## src/host_clock_map.vh

```
// Constants for the host clock output controller: register offsets,
// field positions, reset values and mode codes.
// Assumes it is included by bare name from each design file.
`ifndef HOST_CLOCK_MAP_VH
`define HOST_CLOCK_MAP_VH

// ************************************************************
// Register offsets
// ************************************************************
`define OFS_GEN_OPT_A 8'h0c
`define OFS_GEN_OPT_B 8'h0d
`define OFS_IDLE_CFG 8'h0e
`define OFS_HOUSEKEEP_CFG 8'h0f
`define OFS_CLK_STATUS 8'h10

// ************************************************************
// Field positions
// ************************************************************
`define GOA_STANDBY_OUT 0
`define GOA_POR_LSB 1
`define GOA_POR_MSB 2
`define GOB_FSEL_LSB 0
`define GOB_FSEL_MSB 1
`define HK_WAKE_HOST 6

// ************************************************************
// Reset values
// ************************************************************
`define GOA_RESET 8'h02
`define GOB_RESET 8'h03
`define IDLE_CFG_RESET 8'h10
`define HK_CFG_RESET 8'h00

// ************************************************************
// Frequency select codes (reference 24 MHz)
// ************************************************************
`define FSEL_OFF 2'h0
`define FSEL_12M 2'h1
`define FSEL_6M 2'h2
`define FSEL_3M 2'h3

// ************************************************************
// Operating modes
// ************************************************************
`define MODE_STANDBY 3'h0
`define MODE_IDLE 3'h1
`define MODE_RX 3'h2
`define MODE_TX 3'h3
`define MODE_HOUSEKEEP 3'h4

`endif

```

## src/host_clock_output_control.v

```verilog
// Host clock output controller: drives the divided reference clock out
// to the host and decides, per operating mode, whether it runs.
// Assumes the clock input is the crystal reference, that the serial
// control bus decoder presents a parallel register port on this clock,
// and that mode changes and packet events come from logic on this clock.
`timescale 1ns/100ps
`include "host_clock_map.vh"

// Notes on behaviour
// - Host clock divided from the reference crystal
// - Software selects 12, 6, 3 MHz or off
// - Runs in receive and transmit unless off
// - In idle, restarts after a packet arrives
// - Housekeeping restarts it only if wake enabled
// - Reset enters the mode chosen in options
// - On idle entry, runs programmed cycles then stops
module host_clock_output_control (
   input wire clock,
   input wire resetn,
   input wire regWrite,
   input wire regRead,
   input wire [7:0] regAddr,
   input wire [7:0] regWdata,
   input wire modeReqValid,
   input wire [2:0] modeReq,
   input wire packetReceived,
   output reg [7:0] regRdata_r,
   output reg [2:0] mode_r,
   output reg hostClockPin_r
);

   // ************************************************************
   // Register file
   // ************************************************************

   reg [7:0] genOptA_r;
   reg [7:0] genOptB_r;
   reg [7:0] idleCfg_r;
   reg [7:0] housekeepCfg_r;

   // Mode code held in the power-on field of the options reset value
   localparam [7:0] GOA_RST = `GOA_RESET;
   localparam [2:0] POR_MODE = {1'b0, GOA_RST[`GOA_POR_MSB:`GOA_POR_LSB]};

   // Software writes; only the documented offsets are stored
   always @(posedge clock or negedge resetn) begin
      if (!resetn) begin
         genOptA_r <= `GOA_RESET;
         genOptB_r <= `GOB_RESET;
         idleCfg_r <= `IDLE_CFG_RESET;
         housekeepCfg_r <= `HK_CFG_RESET;
      end else if (regWrite) begin
         case (regAddr)
            `OFS_GEN_OPT_A: begin
               genOptA_r <= regWdata;
            end
            `OFS_GEN_OPT_B: begin
               genOptB_r <= regWdata;
            end
            `OFS_IDLE_CFG: begin
               idleCfg_r <= regWdata;
            end
            `OFS_HOUSEKEEP_CFG: begin
               housekeepCfg_r <= regWdata;
            end
            default: begin
               genOptA_r <= genOptA_r;
            end
         endcase
      end
   end

   // ************************************************************
   // Divider
   // ************************************************************

   wire [1:0] freqSel;
   wire divLevel;
   wire fallTick;

   assign freqSel = genOptB_r[`GOB_FSEL_MSB:`GOB_FSEL_LSB];

   ref_clock_divider divider (
      .clock(clock),
      .resetn(resetn),
      .freqSel(freqSel),
      .divLevel_r(divLevel),
      .fallTick_r(fallTick)
   );

   // ************************************************************
   // Operating mode
   // ************************************************************

   // Reset takes the constant power-on mode; later requests replace it
   always @(posedge clock or negedge resetn) begin
      if (!resetn) begin
         mode_r <= POR_MODE;
      end else if (modeReqValid) begin
         mode_r <= modeReq;
      end
   end

   // ************************************************************
   // Idle hold count and restart flags
   // ************************************************************

   reg [7:0] idleCount_r;
   reg idleRestart_r;
   reg [2:0] prevMode_r;
   wire idleEntry;

   assign idleEntry = (mode_r == `MODE_IDLE) && (prevMode_r != `MODE_IDLE);

   // Previous mode, to spot the entry into idle
   always @(posedge clock or negedge resetn) begin
      if (!resetn) begin
         prevMode_r <= `MODE_STANDBY;
      end else begin
         prevMode_r <= mode_r;
      end
   end

   // Counts host clock periods after idle entry; one period per falling edge
   always @(posedge clock or negedge resetn) begin
      if (!resetn) begin
         idleCount_r <= 8'h00;
      end else if (idleEntry) begin
         idleCount_r <= idleCfg_r;
      end else if (mode_r != `MODE_IDLE) begin
         idleCount_r <= 8'h00;
      end else if (fallTick && (idleCount_r != 8'h00)) begin
         idleCount_r <= idleCount_r - 8'h01;
      end
   end

   // A packet in idle restarts the clock until idle is left; set wins
   always @(posedge clock or negedge resetn) begin
      if (!resetn) begin
         idleRestart_r <= 1'b0;
      end else if ((mode_r == `MODE_IDLE) && packetReceived) begin
         idleRestart_r <= 1'b1;
      end else if ((mode_r != `MODE_IDLE) || idleEntry) begin
         idleRestart_r <= 1'b0;
      end
   end

   // ************************************************************
   // Run decision and glitch-free gating
   // ************************************************************

   reg runNxt;
   reg run_r;

   // Per-mode permission to drive the pin
   always @*  begin
      case (mode_r)
         `MODE_RX, `MODE_TX: begin
            runNxt = 1'b1;
         end
         `MODE_IDLE: begin
            runNxt = (idleCount_r != 8'h00) || idleRestart_r;
         end
         `MODE_HOUSEKEEP: begin
            runNxt = housekeepCfg_r[`HK_WAKE_HOST];
         end
         `MODE_STANDBY: begin
            runNxt = genOptA_r[`GOA_STANDBY_OUT];
         end
         default: begin
            runNxt = 1'b0;
         end
      endcase
   end

   // The gate only moves while the divided level is low, so the host never
   // sees a shortened high pulse when the clock starts or stops
   always @(posedge clock or negedge resetn) begin
      if (!resetn) begin
         run_r <= 1'b0;
      end else if (!divLevel) begin
         run_r <= runNxt;
      end
   end

   // Pin level; an off rate leaves the divider level at zero
   always @(posedge clock or negedge resetn) begin
      if (!resetn) begin
         hostClockPin_r <= 1'b0;
      end else begin
         hostClockPin_r <= divLevel & run_r;
      end
   end

   // ************************************************************
   // Read port
   // ************************************************************

   reg [7:0] readNxt;

   // Read mux; unmapped offsets read as zero
   always @* begin
      case (regAddr)
         `OFS_GEN_OPT_A: begin
            readNxt = genOptA_r;
         end
         `OFS_GEN_OPT_B: begin
            readNxt = genOptB_r;
         end
         `OFS_IDLE_CFG: begin
            readNxt = idleCfg_r;
         end
         `OFS_HOUSEKEEP_CFG: begin
            readNxt = housekeepCfg_r;
         end
         `OFS_CLK_STATUS: begin
            readNxt = {3'h0, idleRestart_r, run_r, mode_r};
         end
         default: begin
            readNxt = 8'h00;
         end
      endcase
   end

   // Read data held until the next read
   always @(posedge clock or negedge resetn) begin
      if (!resetn) begin
         regRdata_r <= 8'h00;
      end else if (regRead) begin
         regRdata_r <= readNxt;
      end
   end

endmodule

```

## src/ref_clock_divider.v

```verilog
// Divider that derives the host clock level from the reference clock.
// Assumes the module clock is the crystal reference; output is a level
// sampled by the parent, plus a one-cycle pulse on each falling edge.
`timescale 1ns/100ps
`include "host_clock_map.vh"

module ref_clock_divider (
   input wire clock,
   input wire resetn,
   input wire [1:0] freqSel,
   output reg divLevel_r,
   output reg fallTick_r
);

   reg [2:0] count_r;
   reg levelNxt;

   // Free running count; each bit is the reference halved once more
   always @(posedge clock or negedge resetn) begin
      if (!resetn) begin
         count_r <= 3'h0;
      end else begin
         count_r <= count_r + 3'h1;
      end
   end

   // Pick the tap for the selected rate
   always @* begin
      case (freqSel)
         `FSEL_12M: begin
            levelNxt = count_r[0];
         end
         `FSEL_6M: begin
            levelNxt = count_r[1];
         end
         `FSEL_3M: begin
            levelNxt = count_r[2];
         end
         default: begin
            levelNxt = 1'b0;
         end
      endcase
   end

   // Registered level and falling-edge marker
   always @(posedge clock or negedge resetn) begin
      if (!resetn) begin
         divLevel_r <= 1'b0;
         fallTick_r <= 1'b0;
      end else begin
         divLevel_r <= levelNxt;
         fallTick_r <= divLevel_r & ~levelNxt;
      end
   end

endmodule

```

## config.mk

```make
export PLATFORM = sky130hd
export DESIGN_NAME = host_clock_output_control
export DESIGN_NICKNAME = d
export VERILOG_FILES = /design/src/host_clock_output_control.v /design/src/ref_clock_divider.v
export VERILOG_INCLUDE_DIRS = /design/src
export SDC_FILE = /design/constraint.sdc
export NUM_CORES = 1
export LEC_CHECK = 0
export BUFFER_PORTS_ARGS = -buffer_cell sky130_fd_sc_hd__buf_4
export CAP_MARGIN = 20
export CORE_AREA = 4 4 96 98
export DETAILED_ROUTE_END_ITERATION = 12
export DIE_AREA = 0 0 100 102
export PLACE_DENSITY = 0.55
export SLEW_MARGIN = 25
export SYNTH_ARGS = -nofsm -noshare
export SYNTH_HDL_FRONTEND = slang
export SYNTH_SLANG_ARGS = --single-unit
```

## constraint.sdc

```tcl
create_clock -name clock -period 1.9 [get_ports clock]
set_input_delay 0.475 -clock clock [delete_from_list [all_inputs] [get_ports clock]]
set_output_delay 0.475 -clock clock [all_outputs]
set_load 0.005 [all_outputs]
```

# == Word level (Yosys, flattened, before mapping) ==
# Cells that the tools add are included.
# word_totals
register_bits,62
input_bits,25
output_inout_bits,12
elab_cells,55
# op_classes
n_addsub,2
eq_ne,14
muxes,8
bitwise_logic,3
reduce_logical,14
# ops
op,n
8-bit case mux with 5 select lines,1
"8-bit by 4-bit == test with 1-bit output, second input constant",4
8-bit two-way mux,3
"8-bit by 5-bit == test with 1-bit output, second input constant",1
2-bit AND reduction,4
8-bit nonzero test,1
"8-bit by 1-bit subtractor with 8-bit output, second input constant",1
"3-bit by 2-bit == test with 1-bit output, second input constant",2
"3-bit by 1-bit inequality test with 1-bit output, second input constant",2
"2-bit == test, second input constant",2
1-bit case mux with 4 select lines,1
"3-bit by 1-bit adder with 3-bit output, second input constant",1
"3-bit by 1-bit == test with 1-bit output, second input constant",1
"3-bit == test, second input constant",1
1-bit logical AND,3
3-bit zero test,1
1-bit case mux with 3 select lines,1
3-bit nonzero test,1
1-bit bitwise AND,2
"2-bit by 1-bit == test with 1-bit output, second input constant",1
1-bit logical OR,2
1-bit two-way mux,2
2-bit nonzero test,1
2-bit OR reduction,1
1-bit inverter,1

# == Depth between registers and ports, before layout ==
# Gate-level depths: netlist of the first run.
# depth
depth_word,5
mapped_depth,6
ltp_nobuf,6

# == Cells and area by module ==
# From an unflattened synthesis of the first run, not the netlist that was laid out.
# hier_totals
hier_cells,228
hier_area_um2,2867.8
# modules_own_cells
module,instances,cells_per_inst,area_each_um2,seq_area_each_um2
host_clock_output_control,1,215,2681.3,1432.6
ref_clock_divider,1,13,186.4,125.1

# == Worst setup path after synthesis of the first run ==
# Ideal clock, no wire load.
# synth_timing
path_type,input port to flip-flop
startpoint,input regAddr[5]
endpoint,register housekeepCfg_r[1]
setup_ns,0.125
arrival_time_ns,1.537
required_ns,1.775
setup_slack_ns,0.238
path_stages,5
path_buffers,1
cell_sequence,nor3_1 -> and2_4 -> buf_12 -> nand4_4 -> mux2_4
# synth_via
elab_chain_len,2
# synth_rtl
item,line,rtl
from (decl),host_clock_output_control.v:22,"input wire [7:0] regAddr,"
8-bit by 4-bit == test with 1-bit output,host_clock_output_control.v:53,case (regAddr)
2-bit AND reduction (no line),--,
to (signal assigned),host_clock_output_control.v:51,housekeepCfg_r <= `HK_CFG_RESET;
to (signal assigned),host_clock_output_control.v:64,housekeepCfg_r <= regWdata;
to (decl),host_clock_output_control.v:39,reg [7:0] housekeepCfg_r;
# No other way between the ends.
# A chain may end at the register's enable or synchronous reset.

# == Worst setup path after layout of the first run ==
# layout_timing
startpoint,register idleCount_r[5]
endpoint,register idleCount_r[7]
# layout_via
elab_chain_len,4
elab_cells_between_ends,7
classes_between,1 x add/sub; 3 x mux; 3 x reduce/logical
# layout_rtl
item,line,rtl
from (decl),host_clock_output_control.v:108,reg [7:0] idleCount_r;
from (signal assigned),host_clock_output_control.v:129,idleCount_r <= idleCfg_r;
from (signal assigned),host_clock_output_control.v:133,idleCount_r <= idleCount_r - 8'h01;
8-bit by 1-bit subtractor with 8-bit output,host_clock_output_control.v:133,
8-bit two-way mux,host_clock_output_control.v:132,end else if (fallTick && (idleCount_r != 8'h00)) begin
8-bit two-way mux,host_clock_output_control.v:130,end else if (mode_r != `MODE_IDLE) begin
8-bit two-way mux,host_clock_output_control.v:128,end else if (idleEntry) begin
# Several ways; a longest one is shown, not always the timed one. The select of a mux whose other input is x is not followed.

==> qor.yml, run 1 <==
clocking:
  cts_root_buffer: "clkbuf_8"
  h-tree-depth: 3
  cts_tree: "yes"
  clock_latency_ns: 0.34
  clkSlewWorstSetupHoldPaths_ns: 0.07
  cts_made_buffers: 9
  cts_resized: 0
  postCtsSetupRepairBufs: 0
  cts_max_path_buffers: 2
  cts.sinks: 62
  ctsHoldBuffers: 0
hold_path:
  hold_path.class: "in -> async"
yosys:
  synth-edff-count: 0
  synth-seq-area-share_pct: 53.2
  synth_area_leaders: "dfrtp_1 (49%), mux2_2 (15%), dfstp_2 (4.5%)"
  yosysTopAreaCellShare_pct: 48.7
  syn_inst: 233
  synth_seq_cells: 62
  yosysUniqueCellTypes: 45
  avgSynthCellArea_um2: 12.6
  netlist_area_um2: 2930
  synth-main-ff-cell: "dfrtp_1"
  async_reset_ff_share_pct: 100
  synth_top_cell_by_area: "dfrtp_1"
  ys_warn_count: 0
  synth_nets: 261
drt:
  wirelength_mm: 6.68
  vias: 1998
  drt-pass1-iter-count: 4
  drc: 0
  route.detailed.wl_per_inst_um: 16.9
  ant_nets: 0
  routed_via_density: 5.07
  drt_iter0_drc: 59
timing:
  hold_violations: 0
  skew_ns: 0.00481
  max-slew-margin-rel_pct: 67.6
  slew_violations: 0
  rsz0062_at_grt: "false"
  tightest_slew_ns: 0.485
  finalCritPeriodShare_pct: 84.6
  min_period_ns: 1.61
  fin_tns_setup_ns: 0
  setup_violations: 0
  setup_slack_ns: 0.293
  max_freq_mhz: 622
cells_and_area:
  layout.cells.non_filler: 394
  final_common_cell: "dfrtp_1"
  diodes: 0
  drive_gt1_share_pct: 40.2
  most-common-layout-cells: "dfrtp_1 (57), buf_4 (43), mux2_2 (39)"
  stdcell_area_um2: 3530
  syn_to_final_growth_pct: 20.6
  fin_nets: 309
  fillers: 825
grt:
  grtUsageMet3_pct: 3.28
  grtUsageTotal_pct: 14.0
  grt_pass1_wl_mm: 10.8
  grt_pass1_vias: 2081
  gr-usage-met2_pct: 22.3
  top_usage_layer: "met2"
  antenna_found_initial: 0
  grt_max_degree: 40
  overflow: 0
  use_met1_pct: 18.9
worst_setup_path:
  start_kind: "flop"
  cp.required_ns: 2.16
  r2r_slack_ns: 0.29
  cp-endpoint: "idleCount_r[7]"
  critPathKind: "reg -> reg"
  reg2reg_to: "idleCount_r[7]"
  path_max_fanout: 6
  end_kind: "flop"
  r2r_cells: 4
  worstPathArrival_ns: 1.86
  critical_path.startpoint: "idleCount_r[5]"
  r2r-start: "idleCount_r[5]"
run_status:
  status: "complete, no violations"
die:
  num_io_pins: 37
  die-area_um2: 10200
  start_util_pct: 34.6
  core-area_um2: 8470
  die_x_um: 100
  dieHeight_um: 102
  fp-row-count: 34
pwr:
  finalPower_uw: 2750
  leakage_uw: 0.00162
  ir_drop_mv: 0.333
  power_density_nw_per_um2: 780
placement:
  place_hpwl_mm: 4.86
  place_ws_ns: 0.0668
  portBuffers: 36
  dp.cells: 378
  place.gp.congestion: 0.808
  post_dp_cell_area_um2: 3350
run:
  maxCapViolCount: 0
==> metal layers <==
layer	up-vias	share of wire [%]
li1	956	-
met1	1003	46
met2	32	49
met3	7	2.9
met4	0	1.3
met5	-	0
==> logic make-up after synthesis <==
kind of cell | count (synthesis) | share of synthesized area [%]
AO/OA/AOI/OAI | 52 | 11.3
XOR/XNOR | 3 | 0.898
multiplexers | 44 | 18.2
buffers and inverters | 21 | 3.59
adder cells (fa/ha/maj) | 3 | 1.28
flip-flops | 62 | 53.2
AND/OR/NAND/NOR | 48 | 11.5
==> flip-flops by register name (all words and copies together), names as in the netlist <==
name	cells
genOptA_r	8
divider.count_r	3
regRdata_r	8
mode_r	3
hostClockPin_r	1
divider.divLevel_r	1
idleRestart_r	1
divider.fallTick_r	1
run_r	1
housekeepCfg_r	8
idleCfg_r	8
idleCount_r	8
genOptB_r	8
prevMode_r	3
==> metrics by stage <==
| stage | hold slack [ns] | utilization, % |
|---|---|---|
| 2_1_floorplan | 0.179 | - |
| 3_3_place_gp | 0.408 | 39.6 |
| 3_5_place_dp | 0.404 | 39.6 |
| 4_1_cts | 0.0353 | 41.7 |
| 5_1_grt | 0.0491 | 41.7 |
| 6_report | 0.0349 | 41.7 |
==> cell type report <==
class	instances	area, um2	area share [%]
timing repair buffer	44	343	9.71
inverter	14	52.6	1.49
tap	108	135	3.83
clock buffer	12	155	4.40
multi-input combinational	150	1260	35.8
sequential	62	1560	44.1
clock inverter	4	22.5	0.638
==> worst max-delay path, stage by stage (launching register included) <==
cell     delay, ns
dfrtp_1       0.41
nor4_4        0.42
nand2_1       0.11
or4_1         0.40
a31oi_1       0.18
==> synthesized netlist by cell type (2+ instances only) <==
cell	number
a21oi_1	8
a22oi_1	9
a31oi_1	3
buf_2	2
clkbuf_1	3
dfrtp_1	57
dfstp_2	5
ha_1	3
inv_1	14
mux2_2	39
mux4_2	3
nand2_1	9
nand3_1	9
nand3_4	2
nor2_1	8
nor3_1	4
nor3b_1	4
o21ai_0	19
o22a_1	5
xnor2_1	2
==> where the power goes <==
| group | switching [uW] | internal [uW] |
|---|---|---|
| clock network | 511 | 538 |
| logic | 136 | 137 |
| registers | 51.7 | 1380 |
| total | 698 | 2060 |
==> worst min path at each step <==
stage / to / slack [ns] / cells after the start
detailed placement: regRdata_r[6] / 0.40 / 1
CTS: idleCfg_r[7] / 0.04 / 1
global placement: regRdata_r[6] / 0.41 / 1
global route: regRdata_r[6] / 0.05 / 1
floorplan: divider.count_r[0] / 0.18 / 0
finish: regRdata_r[6] / 0.03 / 1
No activity file was read; power rests on OpenSTA's default activity.
==> run 2: changes to the inputs <==
Settings changed: ABC_AREA from default to 1, CORE_AREA 4 4 96 98 to 4 4 100 102, DIE_AREA 0 0 100 102 to 0 0 104 106.
Clock period 1.9 ns to 1.6 ns, I/O delays scaled along.
==> run 2 against run 1 <==
Against the previous run: cell area rose by 11%; critical endpoint is now idleCount_r[4]; largest cell class unchanged; combinational power is 65% higher; power rose by 32%.
==> qor.yml, run 2 <==
die:
  dieHeight_um: 106
  num_io_pins: 37
  die-area_um2: 11000
  die_x_um: 104
  core-area_um2: 9110
  fp-row-count: 35
  start_util_pct: 35.2
placement:
  portBuffers: 36
  place_hpwl_mm: 5.86
  dp.cells: 544
  place.gp.congestion: 0.819
  post_dp_cell_area_um2: 3680
yosys:
  synth-edff-count: 0
  synth_seq_cells: 62
  netlist_area_um2: 3210
  syn_inst: 393
  synth_common_cells: "nand2_1 (116), dfrtp_1 (57), nand3_1 (45)"
  synth-seq-area-share_pct: 48.6
  synth_fa_ha_area_share_pct: 1.17
  yosys.area_share.simple_pct: 31.3
  yosys.area_share.xor_xnor_pct: 0.546
  ys_warn_count: 0
  synth_most_common_cell: "nand2_1"
  synth_area_leaders: "dfrtp_1 (44%), nand2_1 (14%), nand3_1 (7.0%)"
  synth-main-ff-cell: "dfrtp_1"
  avgSynthCellArea_um2: 8.16
  yosysTopAreaCellShare_pct: 44.5
  muxShareOfSynthArea_pct: 0
  synth_top_family_by_area: "simple AND/OR/NAND/NOR gates"
  synth_nets: 421
  async_reset_ff_share_pct: 100
  yosysUniqueCellTypes: 32
  synth_top_cell_by_area: "dfrtp_1"
  synth_compound_area_share_pct: 10.3
clocking:
  cts_root_buffer: "clkbuf_8"
  h-tree-depth: 3
  cts_tree: "yes"
  clock_latency_ns: 0.33
  cts.sinks: 62
  postCtsSetupRepairBufs: 0
  clkSlewWorstSetupHoldPaths_ns: 0.08
  cts_made_buffers: 9
  cts_max_path_buffers: 2
worst_setup_path:
  cp.required_ns: 1.88
  end_kind: "flop"
  critPathKind: "reg -> reg"
  start_kind: "flop"
  worstPathArrival_ns: 1.76
  path_max_fanout: 12
  r2r_slack_ns: 0.12
drt:
  vias: 2705
  routed_via_density: 4.82
  drc: 0
  route.detailed.wl_per_inst_um: 14.0
  drt_iter0_drc: 169
  wirelength_mm: 7.86
  drt-pass1-iter-count: 4
  ant_nets: 0
timing:
  max_freq_mhz: 675
  max-slew-margin-rel_pct: 71.8
  skew_ns: 0.00781
  rsz0062_at_grt: "false"
  tightest_slew_ns: 0.421
  setup_violations: 0
  fin_tns_setup_ns: 0
  hold_violations: 0
  min_period_ns: 1.48
  finalCritPeriodShare_pct: 92.6
  slew_violations: 0
grt:
  grt_pass1_wl_mm: 13.5
  grt_pass1_vias: 2694
  overflow: 0
  grtUsageTotal_pct: 15.2
  grt_max_degree: 23
  antenna_found_initial: 0
cells_and_area:
  utilization_pct: 42.9
  drive_gt1_share_pct: 21.3
  syn_to_final_growth_pct: 21.9
  final_common_cell: "nand2_1"
  fin_nets: 473
  layout.cells.non_filler: 561
  most-common-layout-cells: "nand2_1 (116), dfrtp_1 (57), buf_4 (46)"
  diodes: 0
  stdcell_area_um2: 3910
pwr:
  leakage_uw: 0.00206
  power_frac_seq_pct: 47.6
  p_sw_share_pct: 26.9
  p_int_uw: 2650
  power_density_nw_per_um2: 928
  p_sw_uw: 974
  pwr-share-clk_pct: 40.0
  ir_drop_mv: 0.427
  p_comb_share_pct: 12.4
run_status:
  status: "complete, no violations"
run:
  maxCapViolCount: 0
hold_path:
  hold_path.class: "in -> reg"
-- run 2: cell count changes after synthesis, moves of 4 or more --
| cell | change |
|---|---|
| a22oi_1 | -9 |
| buf_6 | +4 |
| inv_1 | +28 |
| inv_2 | +4 |
| mux2_2 | -39 |
| nand2_1 | +107 |
| nand2_4 | +4 |
| nand3_1 | +36 |
| nand4_1 | +6 |
| nor2_1 | +19 |
| nor3b_1 | -4 |
| o21a_1 | +8 |
| o21ai_0 | +15 |
| o22a_1 | -5 |
-- run 2: worst max-delay path, cell delays in order (launching register included) --
cell and delay [ns]:
dfstp_2 0.58, nand3_1 0.18, nor2_2 0.18, buf_4 0.20, nand3_1 0.08, o21ai_0 0.08, nand2_1 0.07, nand2_1 0.05
-- run 2: worst paths after layout --
check	start	to	cells after the start
worst min register to register	divider.count_r[0]	divider.count_r[0]	1
worst min-delay path	modeReqValid	mode_r[0]	2
max in group asynchronous	resetn	genOptB_r[0]	3
worst max-delay path	mode_r[0]	idleCount_r[4]	7
worst max register to register	mode_r[0]	idleCount_r[4]	7
min in group asynchronous	resetn	divider.count_r[0]	2
-- run 2: power by group through the flow --
stage	clock network, uW	logic, uW	registers, uW
5_1_grt	1560	514	1740
4_1_cts	1480	458	1730
3_5_place_dp	0	454	1750
2_1_floorplan	0	243	1740
3_3_place_gp	0	453	1750
6_report	1450	450	1730
-- run 2: timing repair --
action                                  in CTS  in global routing
endpoints found under the setup margin       0                  1
endpoints found under the hold margin       19                  0
hold buffers                                 1                  0
resized for setup                            0                  1
-- run 2: stage by stage --
| stage | total power (uW) | hold WS (ns) | setup slack [ns] |
|---|---|---|---|
| 5_1_grt | 3810 | 0.251 | 0.00542 |
| 2_1_floorplan | 1980 | 0.104 | 0.248 |
| 6_report | 3620 | 0.251 | 0.119 |
| 3_3_place_gp | 2210 | 0.317 | 0.128 |
| 3_5_place_dp | 2210 | 0.321 | 0.0858 |
| 4_1_cts | 3670 | 0.236 | 0.129 |
-- run 2: kinds of logic after synthesis --
logic type | Yosys count
buffers and inverters | 56
xor gates and xnor gates | 2
AOI/OAI and AO/OA | 57
adders and majority gates | 3
DFF | 62
and+or+nand+nor | 213
-- run 2: layout make-up --
cell class / instances / area (um2)
fillers: 925 / 5200
flip-flops and latches: 62 / 1560
multi-input cells: 275 / 1390
repair buffers: 51 / 435
inverters: 46 / 173
clock buffers: 11 / 151
well taps: 111 / 139
clock inverters: 5 / 57.6
-- run 2: per-layer routing --
layer  vias up  global-route usage, %  part of all wire [%]
met5         -                      0                     0
met3         8                   4.07                   4.4
met4         0                   4.46                   1.0
li1       1373                      -                     -
met2        42                   23.8                    46
met1      1282                   20.7                    48
==> run 3: changes to the inputs <==
Settings changed: ABC_AREA 1 to default, CORE_AREA 4 4 100 102 to 4 4 96 98, CTS_CLUSTER_DIAMETER from default to 100, DIE_AREA 0 0 104 106 to 0 0 100 102, RECOVER_POWER from default to 100.
==> run 3 against run 2 <==
Against the previous run: global-route usage shrank 0.35 points; sequential cell count is the same; clock skew grew 0.0026 ns; combinational power shrank 19%; critical path depth shrank 5; critical endpoint is now mode_r[0]; largest power group unchanged.
==> qor.yml, run 3 (synthesis gave the netlist of run 1 again) <==
run_status:
  status: "complete, no violations"
timing:
  min_period_ns: 1.53
  max_freq_mhz: 655
  tightest_slew_ns: 0.848
  rsz0062_at_grt: "false"
  setup_violations: 0
  hold_violations: 0
  max-slew-margin-rel_pct: 43.4
  setup_slack_ns: 0.0738
  skew_ns: 0.0104
  finalCritPeriodShare_pct: 95.4
  slew_violations: 0
pwr:
  leakage_uw: 0.00172
  p_int_uw: 2780
  ir_drop_mv: 0.447
  pwr-share-clk_pct: 43.2
  p_comb_share_pct: 10.1
  p_sw_uw: 827
  p_sw_share_pct: 22.9
  power_frac_seq_pct: 46.8
  power_density_nw_per_um2: 983
drt:
  ant_nets: 0
  vias: 2077
  drc: 0
  route.detailed.wl_per_inst_um: 17.0
  routed_via_density: 5.04
  drt-pass1-iter-count: 4
  drt_iter0_drc: 49
  wirelength_mm: 7.02
cells_and_area:
  syn_to_final_growth_pct: 25.3
  seqCellArea_um2: 1560
  drive_gt1_share_pct: 44.7
  diodes: 0
  final_common_cell: "dfrtp_1"
  multi_input_area_um2: 1240
  most-common-layout-cells: "dfrtp_1 (56), buf_4 (43), mux2_2 (39)"
  fin_nets: 327
  fillers: 815
  stdcell_area_um2: 3670
worst_setup_path:
  critical_path.startpoint: "mode_r[0]"
  path_max_fanout: 7
  worstPathArrival_ns: 1.13
  cp-endpoint: "mode_r[0]"
  start_kind: "flop"
  r2r_cells: 5
  r2r-start: "idleCount_r[1]"
  reg2reg_to: "idleCount_r[3]"
  cp.required_ns: 1.20
  critPathKind: "reg -> out"
  end_kind: "output port"
  r2r_slack_ns: 0.09
clocking:
  cts.sinks: 62
  ctsHoldBuffers: 0
  clkSlewWorstSetupHoldPaths_ns: 0.07
  cts_max_path_buffers: 2
  cts_made_buffers: 9
  clock_latency_ns: 0.34
  h-tree-depth: 3
  cts_tree: "yes"
  cts_root_buffer: "clkbuf_8"
die:
  num_io_pins: 37
  die_x_um: 100
  dieHeight_um: 102
  start_util_pct: 34.6
  fp-row-count: 34
  core-area_um2: 8470
  die-area_um2: 10200
placement:
  portBuffers: 36
  place.gp.congestion: 0.833
  post_dp_cell_area_um2: 3480
  place_ws_ns: -0.206
  place_hpwl_mm: 5.27
run:
  maxCapViolCount: 0
grt:
  overflow: 0
  grt_pass1_wl_mm: 11.4
  antenna_found_initial: 0
  grt_pass1_vias: 2152
  grtUsageTotal_pct: 14.8
  grt_max_degree: 33
hold_path:
  hold_path.class: "in -> async"
run 3: cell types whose count changed in the layout (fill, tap and decap cells not counted), sizes merged, moves of 6 or more:
cell    change
nand2     -114
mux2       +40
nand3      -36
inv        -32
nor2       -26
clkbuf     +20
o21ai      -18
a22oi       +9
o21a        -8
buf         -7
nand4       -6
run 3: repair_timing:
item,CTS,global route
setup buffers,0,3
setup endpoints to repair,0,7
resized for setup,0,5
run 3: power groups by stage:
stage / Sequential [uW] / Clock (uW) / Combinational, uW
3_3_place_gp: 1710 / 0 / 378
6_report: 1690 / 1560 / 363
5_1_grt: 1690 / 1680 / 401
4_1_cts: 1690 / 1600 / 383
3_5_place_dp: 1720 / 0 / 382
2_1_floorplan: 1710 / 0 / 169
run 3: worst min path at each step:
stage                start            endpoint
floorplan           resetn  divider.count_r[0]
finish              resetn      idleCount_r[4]
CTS                 resetn      idleCount_r[3]
global placement    resetn      idleCount_r[3]
detailed placement  resetn      idleCount_r[3]
global route        resetn      idleCount_r[4]
run 3: layout make-up:
cell class              instances  share of cell area, %
flip-flops and latches         62                   42.5
multi-input cells             150                   33.9
repair buffers                 62                   12.3
clock inverters                 4                   1.91
well taps                     108                   3.68
inverters                      14                   1.43
clock buffers                  12                   4.23
run 3: worst max-delay path, cell delays in order (launching register included):
cell      delay [ns]
dfstp_2         0.52
buf_4           0.14
clkbuf_4        0.13
run 3: layer usage:
metal	track usage [%]	vias up	part of all wire, %
met5	0	-	0
met3	3.34	9	3.0
li1	-	991	-
met4	5.60	0	1.6
met2	24.1	35	51
met1	19.6	1042	45
run 3: per-stage QoR:
step	TNS (ns)	power, uW	hold WS (ns)	instances	util (%)
6_report	0	3610	0.155	412	43.3
5_1_grt	0	3780	0.211	412	43.3
4_1_cts	0	3670	0.0169	409	43.7
3_5_place_dp	-4.79	2100	0.387	393	41.1
3_3_place_gp	-4.99	2090	0.382	393	41.1
2_1_floorplan	0	1880	0.104	233	-
